**src/hw/adc_ctrl_map.vh**
```
`ifndef ADC_CTRL_MAP_VH
`define ADC_CTRL_MAP_VH

// -----------------------------------------------------------------------
// Register offsets (byte addresses, one aligned word each)
// -----------------------------------------------------------------------
`define REG_CONTROL        4'h0
`define REG_STATUS         4'h4
`define REG_SAMPLE         4'h8
`define REG_LEVEL          4'hc

// -----------------------------------------------------------------------
// Control fields
// -----------------------------------------------------------------------
`define CTL_SLEEP_BIT      0
`define CTL_SEL_LSB        1
`define CTL_SEL_MSB        2
`define CTL_RESET_VALUE    3'h2

// -----------------------------------------------------------------------
// Select encodings
// -----------------------------------------------------------------------
`define SEL_SUPPLY         2'h0
`define SEL_GROUND         2'h1
`define SEL_MIDREF         2'h2
`define SEL_FLOAT          2'h3

// -----------------------------------------------------------------------
// Status fields
// -----------------------------------------------------------------------
`define STS_ASLEEP_BIT     0
`define STS_RECOVER_BIT    1
`define STS_VALID_BIT      2
`define STS_TWOS_BIT       3
`define STS_STAB_BIT       4
`define STS_OVERRUN_BIT    5
`define STS_EMPTY_BIT      6

// -----------------------------------------------------------------------
// Timing
// -----------------------------------------------------------------------
`define CLK_PERIOD_PS      4000
`define RECOVER_TIME_US    280
`define RECOVER_CYCLES     ((`RECOVER_TIME_US * 1000000) / `CLK_PERIOD_PS)
`define SEL_SETTLE_CYCLES  8
`define PIPE_LATENCY       7
`define DUTY_MIN_PCT       20
`define DUTY_MAX_PCT       80

`endif

```
**src/hw/adc_ctrl.v**
```verilog
// Contract
// - Sleep request high holds power-down, stops conversion.
// - Power-down makes output undefined, flushes pipeline.
// - After sleep falls, discard words 280 us.
// - Four-level select sets format and stabilizer.
// - Select change corrupts outputs for several cycles.
// - Stabilizer accepts 20 to 80 percent duty.
// - Fourteen-bit output valid only while awake.
// - Sample clock paces sampling and state machine.
`timescale 1ns/1ps
`default_nettype none
`include "adc_ctrl_map.vh"

module adc_ctrl #(
   parameter WIDTH          = 14,
   parameter DEPTH          = 16,
   parameter AW             = 4,
   parameter RECOVER_CYCLES = `RECOVER_CYCLES
)(
   // Clock and reset
   input  wire              SYS_CLK_I,
   input  wire              RESET_N_I,
   // Raw conversion core
   input  wire [WIDTH-1:0]  CORE_CODE_I,
   input  wire              CORE_STROBE_I,
   // Avalon-MM slave
   input  wire [3:0]        AVS_ADDRESS_I,
   input  wire              AVS_READ_I,
   input  wire              AVS_WRITE_I,
   input  wire [31:0]       AVS_WRITEDATA_I,
   input  wire [3:0]        AVS_BYTEENABLE_I,
   output reg  [31:0]       AVS_READDATA_O,
   output reg               AVS_WAITREQUEST_O,
   // Parallel output port
   output reg  [WIDTH-1:0]  SAMPLE_DATA_O,
   output reg               SAMPLE_VALID_O,
   output reg               SLEEP_ACTIVE_O,
   output reg               STABILIZER_ON_O
);

   // --------------------------------------------------------------------
   // State encoding
   // --------------------------------------------------------------------
   localparam [1:0] ST_SLEEP   = 2'h0;
   localparam [1:0] ST_RECOVER = 2'h1;
   localparam [1:0] ST_SETTLE  = 2'h2;
   localparam [1:0] ST_RUN     = 2'h3;

   localparam [31:0] RECOVER_LAST = RECOVER_CYCLES - 1;
   localparam [31:0] SETTLE_LAST  = `SEL_SETTLE_CYCLES - 1;
   localparam [2:0]  CTL_RESET    = `CTL_RESET_VALUE;

   function [WIDTH-1:0] format_code;
      input [WIDTH-1:0] code;
      input             twos;
      begin
         format_code = {code[WIDTH-1] ^ twos, code[WIDTH-2:0]};
      end
   endfunction

   function [1:0] decode_sel;
      input [1:0] sel;
      begin
         case (sel)
            `SEL_SUPPLY: decode_sel = 2'h1;
            `SEL_GROUND: decode_sel = 2'h3;
            `SEL_MIDREF: decode_sel = 2'h2;
            default:     decode_sel = 2'h0;
         endcase
      end
   endfunction

   // --------------------------------------------------------------------
   // Input synchronisers for the asynchronous core strobe and code
   // --------------------------------------------------------------------
   reg [WIDTH-1:0] code_s1_q;
   reg [WIDTH-1:0] code_s2_q;
   reg             strobe_s1_q;
   reg             strobe_s2_q;
   reg             strobe_s3_q;

   always @(posedge SYS_CLK_I or negedge RESET_N_I)
   begin
      if (!RESET_N_I)
      begin
         code_s1_q   <= {WIDTH{1'b0}};
         code_s2_q   <= {WIDTH{1'b0}};
         strobe_s1_q <= 1'b0;
         strobe_s2_q <= 1'b0;
         strobe_s3_q <= 1'b0;
      end
      else
      begin
         code_s1_q   <= CORE_CODE_I;
         code_s2_q   <= code_s1_q;
         strobe_s1_q <= CORE_STROBE_I;
         strobe_s2_q <= strobe_s1_q;
         strobe_s3_q <= strobe_s2_q;
      end
   end

   // One sample per rising strobe edge, all paced by the single clock.
   wire new_sample = strobe_s2_q && !strobe_s3_q;

   // --------------------------------------------------------------------
   // Control register
   // --------------------------------------------------------------------
   reg        sleep_request_q;
   reg [1:0]  format_stabilizer_select_q;
   reg [1:0]  state_q;
   reg [1:0]  state_d;
   reg [31:0] count_q;
   reg [31:0] count_d;
   reg        overrun_q;
   reg        word_accepted;

   wire       sel_write;
   wire       fifo_in_ready;
   wire       fifo_out_valid;
   wire [WIDTH-1:0] fifo_out_data;
   wire [AW:0]      fifo_level;
   wire [1:0]       mode = decode_sel(format_stabilizer_select_q);
   wire             twos = mode[1];

   assign sel_write = AVS_WRITE_I && AVS_WAITREQUEST_O == 1'b0
                      && AVS_ADDRESS_I == `REG_CONTROL
                      && AVS_BYTEENABLE_I[0];

   wire ctl_write = sel_write;
   wire [1:0] new_sel =
      AVS_WRITEDATA_I[`CTL_SEL_MSB:`CTL_SEL_LSB];
   wire sel_change = ctl_write && (new_sel != format_stabilizer_select_q);

   always @(posedge SYS_CLK_I or negedge RESET_N_I)
   begin
      if (!RESET_N_I)
      begin
         sleep_request_q            <= CTL_RESET[`CTL_SLEEP_BIT];
         format_stabilizer_select_q <= CTL_RESET[`CTL_SEL_MSB:`CTL_SEL_LSB];
      end
      else if (ctl_write)
      begin
         sleep_request_q            <= AVS_WRITEDATA_I[`CTL_SLEEP_BIT];
         format_stabilizer_select_q <= new_sel;
      end
   end

   // --------------------------------------------------------------------
   // Conversion state machine
   // --------------------------------------------------------------------
   always @*
   begin
      state_d = state_q;
      count_d = count_q;
      case (state_q)
         ST_SLEEP:
         begin
            count_d = 32'h0;
            if (!sleep_request_q)
            begin
               state_d = ST_RECOVER;
            end
         end
         ST_RECOVER:
         begin
            count_d = count_q + 32'h1;
            if (count_q >= RECOVER_LAST)
            begin
               state_d = ST_RUN;
               count_d = 32'h0;
            end
         end
         ST_SETTLE:
         begin
            count_d = count_q + 32'h1;
            if (count_q >= SETTLE_LAST)
            begin
               state_d = ST_RUN;
               count_d = 32'h0;
            end
         end
         ST_RUN:
         begin
            count_d = 32'h0;
         end
         default:
         begin
            state_d = ST_SLEEP;
            count_d = 32'h0;
         end
      endcase
      if (sel_change && state_q != ST_SLEEP && state_q != ST_RECOVER)
      begin
         state_d = ST_SETTLE;
         count_d = 32'h0;
      end
      if (sleep_request_q)
      begin
         state_d = ST_SLEEP;
         count_d = 32'h0;
      end
   end

   always @(posedge SYS_CLK_I or negedge RESET_N_I)
   begin
      if (!RESET_N_I)
      begin
         state_q <= ST_SLEEP;
         count_q <= 32'h0;
      end
      else
      begin
         state_q <= state_d;
         count_q <= count_d;
      end
   end

   wire running = (state_q == ST_RUN);

   // --------------------------------------------------------------------
   // Sample path into the FIFO
   // --------------------------------------------------------------------
   // Words are only queued while running; the rest are dropped.
   wire push_ok = new_sample && running;
   wire flush   = sleep_request_q;

   always @*
   begin
      word_accepted = push_ok && fifo_in_ready;
   end

   always @(posedge SYS_CLK_I or negedge RESET_N_I)
   begin
      if (!RESET_N_I)
      begin
         overrun_q <= 1'b0;
      end
      else if (push_ok && !fifo_in_ready)
      begin
         overrun_q <= 1'b1;
      end
      else if (ctl_write && AVS_WRITEDATA_I[31])
      begin
         overrun_q <= 1'b0;
      end
   end

   // Back-pressure: the register read of the sample word drains it.
   wire sample_read = AVS_READ_I && !AVS_WAITREQUEST_O
                      && AVS_ADDRESS_I == `REG_SAMPLE;

   sample_fifo #(
      .WIDTH       (WIDTH),
      .DEPTH       (DEPTH),
      .AW          (AW)
   ) u_fifo (
      .clk_i       (SYS_CLK_I),
      .reset_n_i   (RESET_N_I),
      .flush_i     (flush),
      .in_valid_i  (push_ok),
      .in_ready_o  (fifo_in_ready),
      .in_data_i   (format_code(code_s2_q, twos)),
      .out_valid_o (fifo_out_valid),
      .out_ready_i (sample_read),
      .out_data_o  (fifo_out_data),
      .level_o     (fifo_level)
   );

   // --------------------------------------------------------------------
   // Registered output port
   // --------------------------------------------------------------------
   always @(posedge SYS_CLK_I or negedge RESET_N_I)
   begin
      if (!RESET_N_I)
      begin
         SAMPLE_DATA_O   <= {WIDTH{1'b0}};
         SAMPLE_VALID_O  <= 1'b0;
         SLEEP_ACTIVE_O  <= 1'b1;
         STABILIZER_ON_O <= 1'b0;
      end
      else
      begin
         // Outputs are presented for capture on the rising edge.
         if (word_accepted)
         begin
            SAMPLE_DATA_O <= format_code(code_s2_q, twos);
         end
         SAMPLE_VALID_O  <= word_accepted && !sleep_request_q;
         SLEEP_ACTIVE_O  <= sleep_request_q;
         // Duty tolerance lives in the analog core; this is its enable.
         STABILIZER_ON_O <= mode[0];
      end
   end

   // --------------------------------------------------------------------
   // Avalon-MM slave: one wait cycle, then the answer
   // --------------------------------------------------------------------
   wire req = AVS_READ_I || AVS_WRITE_I;

   always @(posedge SYS_CLK_I or negedge RESET_N_I)
   begin
      if (!RESET_N_I)
      begin
         AVS_WAITREQUEST_O <= 1'b1;
         AVS_READDATA_O    <= 32'h0;
      end
      else
      begin
         AVS_WAITREQUEST_O <= !(req && AVS_WAITREQUEST_O);
         if (AVS_READ_I && AVS_WAITREQUEST_O)
         begin
            case (AVS_ADDRESS_I)
               `REG_CONTROL:
                  AVS_READDATA_O <= {29'h0, format_stabilizer_select_q,
                                     sleep_request_q};
               `REG_STATUS:
                  AVS_READDATA_O <= {25'h0, !fifo_out_valid, overrun_q,
                                     mode[0], twos, running,
                                     state_q == ST_RECOVER,
                                     state_q == ST_SLEEP};
               `REG_SAMPLE:
                  AVS_READDATA_O <= {fifo_out_valid, 17'h0,
                                     fifo_out_data};
               `REG_LEVEL:
                  AVS_READDATA_O <= {{(31-AW){1'b0}}, fifo_level};
               default:
                  AVS_READDATA_O <= 32'h0;
            endcase
         end
      end
   end

endmodule // adc_ctrl

`default_nettype wire

```
**src/hw/sample_mem.v**
```verilog
`timescale 1ns/1ps
`default_nettype none

// Simple dual-port storage; read data leave through a register.
module sample_mem #(
   parameter WIDTH = 14,
   parameter DEPTH = 16,
   parameter AW    = 4
)(
   input  wire             clk_i,
   input  wire             wr_en_i,
   input  wire [AW-1:0]    wr_addr_i,
   input  wire [WIDTH-1:0] wr_data_i,
   input  wire [AW-1:0]    rd_addr_i,
   output reg  [WIDTH-1:0] rd_data_o
);

   reg [WIDTH-1:0] mem [0:DEPTH-1];

   always @(posedge clk_i)
   begin
      if (wr_en_i)
      begin
         mem[wr_addr_i] <= wr_data_i;
      end
      rd_data_o <= mem[rd_addr_i];
   end

endmodule // sample_mem

`default_nettype wire

```
**src/hw/sample_fifo.v**
```verilog
`timescale 1ns/1ps
`default_nettype none

// First-word-fall-through FIFO built around the registered memory.
module sample_fifo #(
   parameter WIDTH = 14,
   parameter DEPTH = 16,
   parameter AW    = 4
)(
   input  wire             clk_i,
   input  wire             reset_n_i,
   input  wire             flush_i,
   input  wire             in_valid_i,
   output wire             in_ready_o,
   input  wire [WIDTH-1:0] in_data_i,
   output wire             out_valid_o,
   input  wire             out_ready_i,
   output wire [WIDTH-1:0] out_data_o,
   output wire [AW:0]      level_o
);

   reg  [AW:0]      wr_ptr_q;
   reg  [AW:0]      rd_ptr_q;
   reg              out_valid_q;
   wire [AW:0]      count;
   wire             push;
   wire             pop;
   wire             load;
   wire             stored;
   wire [AW:0]      level;
   wire [AW-1:0]    head_addr;

   assign count       = wr_ptr_q - rd_ptr_q;
   // The output register counts towards the depth, so the whole FIFO
   // never holds more than DEPTH words.
   assign in_ready_o  = (level != DEPTH[AW:0]);
   assign push        = in_valid_i && in_ready_o;
   assign stored      = (count != {(AW+1){1'b0}});
   // The head word is fetched when the output register is free.
   assign load        = stored && (!out_valid_q || out_ready_i);
   assign pop         = out_valid_q && out_ready_i;
   assign out_valid_o = out_valid_q;
   assign level       = count + {{AW{1'b0}}, out_valid_q};
   assign level_o     = level;
   // The memory register reloads every cycle, so it keeps pointing at
   // the word now shown until a new head is fetched.
   assign head_addr   = load ? rd_ptr_q[AW-1:0]
                             : rd_ptr_q[AW-1:0] - 1'b1;

   always @(posedge clk_i or negedge reset_n_i)
   begin
      if (!reset_n_i)
      begin
         wr_ptr_q    <= {(AW+1){1'b0}};
         rd_ptr_q    <= {(AW+1){1'b0}};
         out_valid_q <= 1'b0;
      end
      else if (flush_i)
      begin
         wr_ptr_q    <= {(AW+1){1'b0}};
         rd_ptr_q    <= {(AW+1){1'b0}};
         out_valid_q <= 1'b0;
      end
      else
      begin
         if (push)
         begin
            wr_ptr_q <= wr_ptr_q + 1'b1;
         end
         if (load)
         begin
            rd_ptr_q    <= rd_ptr_q + 1'b1;
            out_valid_q <= 1'b1;
         end
         else if (pop)
         begin
            out_valid_q <= 1'b0;
         end
      end
   end

   sample_mem #(
      .WIDTH     (WIDTH),
      .DEPTH     (DEPTH),
      .AW        (AW)
   ) u_mem (
      .clk_i     (clk_i),
      .wr_en_i   (push),
      .wr_addr_i (wr_ptr_q[AW-1:0]),
      .wr_data_i (in_data_i),
      .rd_addr_i (head_addr),
      .rd_data_o (out_data_o)
   );

endmodule // sample_fifo

`default_nettype wire

```
**config.mk**
```make
export PLATFORM = sky130hd
export DESIGN_NAME = adc_ctrl
export DESIGN_NICKNAME = d
export VERILOG_FILES = /design/src/hw/adc_ctrl.v /design/src/hw/sample_mem.v /design/src/hw/sample_fifo.v
export VERILOG_INCLUDE_DIRS = /design/src /design/src/hw
export SDC_FILE = /design/constraint.sdc
export NUM_CORES = 1
export LEC_CHECK = 0
export ABC_AREA = 1
export BUFFER_PORTS_ARGS = -buffer_cell sky130_fd_sc_hd__clkbuf_2
export CAP_MARGIN = 0
export CORE_MARGIN = 2
export CORE_UTILIZATION = 54
export CTS_CLUSTER_SIZE = 10
export DETAILED_ROUTE_END_ITERATION = 7
export PLACE_DENSITY = 0.77
export SYNTH_ARGS = -nofsm -noshare
export SYNTH_HDL_FRONTEND = slang
export SYNTH_SLANG_ARGS = --single-unit
```
**constraint.sdc**
```tcl
create_clock -name SYS_CLK_I -period 3 [get_ports SYS_CLK_I]
set_clock_uncertainty 0.05 [all_clocks]
set_input_delay 0.6 -clock SYS_CLK_I [delete_from_list [all_inputs] [get_ports SYS_CLK_I]]
set_output_delay 0.6 -clock SYS_CLK_I [all_outputs]
set_load 0.02 [all_outputs]
```
==> results.tsv <==
stage	metric	value	unit
yosys	ys_seq_area_share	65.0	%
detailed_routing	drt-vias-per-instance	5.31	
detailed_routing	drt_iter0_drc	1160	
global_route	grt.overflow.total	0	
clock_tree	cts_buffers	41	
status	status	complete, no violations	
layout	n_fill_cell	1984	
worst_setup_path	arrival	3.36	ns
yosys	ys_types	42	
clock_tree	clock_sinks	351	
global_route	grt_max_degree	64	
layout	multi_input_area	0.00419	mm2
place	placed_area	0.0164	mm2
yosys	ys_async_sr_fraction	32.2	%
sta	slew_headroom	41.9	%
floorplan	pin_count	109	
sta	setup_violations	0	
sta	whs	0.0235	ns
layout	final_common_cell	nand2_1	
global_route	grt_pass1_wl	56000	um
yosys	synth-edff-count	224	
floorplan	die_w	171	um
global_route	grt_use_total	24.7	%
yosys	postSynthCellCount	1488	
global_route	grt_pass1_vias	10855	
place	place.gp.congestion	0.954	
min_path	hold_path_class	in -> async	
layout	area_growth	19.5	%
layout	drive_above_1_share	16.1	%
clock_tree	cts.path.max_buffers	3	
yosys	syn_area	0.0151	mm2
layout	postLayoutCellArea	0.0181	mm2
worst_setup_path	critPathMaxFanout	11	
clock_tree	cts_tree	yes	
layout	final_cell_mix	313 x nand2_1, 277 x nand3_1, 268 x inv_1	
detailed_routing	drtAntennaViolNets	0	
detailed_routing	routedWlPerCell	17.6	um
global_route	antenna_found_initial	0	
layout	utilization	65.3	%
clock_tree	clk_transition_reported_paths	0.06	ns
job	maxCapViolCount	0	
sta	drv_slew	0	
worst_setup_path	required	3.40	ns
detailed_routing	dr.pass1.iters	5	
place	dp_hpwl	22500	um
yosys	yosys_most_used_dff	edfxtp_1	
place	place_inst	1958	
sta	post-route-min-period	2.96	ns
floorplan	start_util	54.7	%
worst_setup_path	worstSetupStartpointType	flip-flop	
sta	fmax	338	MHz
floorplan	row_count	61	
yosys	synth_area_per_cell	10.2	um2
yosys	yosys_warnings	0	
layout	seqCellArea	0.00984	mm2
clock_tree	root_buffer	clkbuf_16	
sta	finalCritPeriodShare	98.7	%
sta	worst_slew_pin_slew	0.871	ns
floorplan	placeableCoreArea	0.0277	mm2
clock_tree	clock_latency	0.54	ns
worst_setup_path	endpoint_kind	flip-flop	
layout	diodes	0	
clock_tree	hold_buffers	0	
sta	final_hold_viol_count	0	
yosys	ys_ff_latch	351	
floorplan	die_h	171	um
detailed_routing	routed_wirelength	35900	um
layout	instances_no_fill	2041	
clock_tree	htreeDepth	2	
detailed_routing	via_count	10843	
place	portBuffers	60	
floorplan	die-area	0.0294	mm2
layout	nNetsFinal	1714	
detailed_routing	drc_errors	0	
worst_setup_path	crit_type	reg -> reg	
-- layer usage --
metal  up-vias  wire length [um]  track usage, %
li1       5055                 -               -
met1      5206             14200            31.5
met2       474             17600            41.6
met3       108              2600            3.57
met4         0              1560            12.0
met5         -                 0               0
-- cells in the mapped netlist (all sizes together) (2+ instances only) --
cell / number / area [um2]
nand2: 331 / 1250
nand3: 293 / 1480
inv: 273 / 1020
edfxtp: 224 / 6730
dfrtp: 110 / 2750
buf: 61 / 424
nor2: 57 / 214
o21ai: 20 / 111
ha: 19 / 238
clkbuf: 14 / 52.6
dfxtp: 14 / 280
a21oi: 10 / 50.1
nor3: 10 / 61.3
xor2: 10 / 103
nor4: 8 / 50.1
nand4: 7 / 50.1
xnor2: 7 / 61.3
dfstp: 3 / 78.8
nand3b: 2 / 15.0
o2111ai: 2 / 17.5
or2: 2 / 12.5
-- worst paths after layout --
check                      slack, ns                            from  cells past startpoint                           endpoint
max                             0.04  u_fifo.rd_ptr_q[0]$_DFFE_PN0P_                     18  u_fifo.u_mem.rd_data_o[4]$_DFF_P_
min                             0.02                       RESET_N_I                      1      AVS_READDATA_O[0]$_DFFE_PN0P_
max reg2reg                     0.04  u_fifo.rd_ptr_q[0]$_DFFE_PN0P_                     18  u_fifo.u_mem.rd_data_o[4]$_DFF_P_
min reg2reg                     0.29         code_s1_q[13]$_DFF_PN0_                      0            code_s2_q[13]$_DFF_PN0_
max in group asynchronous       2.10                       RESET_N_I                      2      SAMPLE_DATA_O[12]$_DFFE_PN0P_
min in group SYS_CLK_I          0.11                  CORE_CODE_I[5]                      1             code_s1_q[5]$_DFF_PN0_
-- state kept, by name (all words and copies together) (netlist names), 2 cells and up --
signal                      cells
u_fifo.rd_ptr_q                 5
code_s2_q                      14
count_q                        32
code_s1_q                      14
format_stabilizer_select_q      2
SAMPLE_DATA_O                  14
u_fifo.u_mem.mem              224
state_q                         2
AVS_READDATA_O                 15
u_fifo.wr_ptr_q                 5
u_fifo.u_mem.rd_data_o         14
-- logic make-up (layout without fill, tap and decap cells) --
family                     count (synthesis)  after routing  synth area share [%]
AOI/OAI and AO/OA                         38             38                  1.50
xor gates and xnor gates                  17             17                  1.08
DFF                                      351            351                  65.0
other                                      1             32                0.0248
buffers and inverters                    349            493                  9.94
adders and majority gates                 20             20                  1.70
and+or+nand+nor                          712            712                  20.8
-- critical path, stage by stage (launching register included) --
cell      delay (ns)
dfrtp_1         0.41
ha_4            0.19
fa_2            0.39
nand3b_1        0.20
nand2_1         0.10
nand2_1         0.06
nand2_1         0.08
buf_4           0.12
nand3_4         0.08
nand2_4         0.14
buf_12          0.12
nand2_1         0.08
o21ai_4         0.08
buf_12          0.14
buf_12          0.13
nand3_1         0.07
nand3_1         0.11
nand3_2         0.15
nand2_1         0.16
-- cell type report --
class,count,share of cell area [%]
clock inverters,3,0.228
repair buffers,148,7.47
well taps,378,2.61
flip-flops and latches,351,54.4
clock buffers,68,6.46
inverters,274,5.71
multi-input cells,819,23.2
-- what timing repair did --
action / 4_1_cts / 5_1_grt
resized for setup: 35 / 39
pin swaps: 2 / 9
buffers inserted: 5 / 4
gates cloned: 1 / 3
endpoints found under the setup margin: 226 / 228
-- stage by stage --
stage / worst slack (ns) / setup TNS [ns]
floorplan: -0.148 / -24.54
global placement: -0.361 / -24.19
detailed placement: -0.478 / -36.56
CTS: -0.0386 / -0.130
global route: -0.0569 / -1.02
finish: 0.0401 / 0
Power is not shown: default switching activity piles up to over one toggle a cycle in this logic, so the estimate is an artifact.
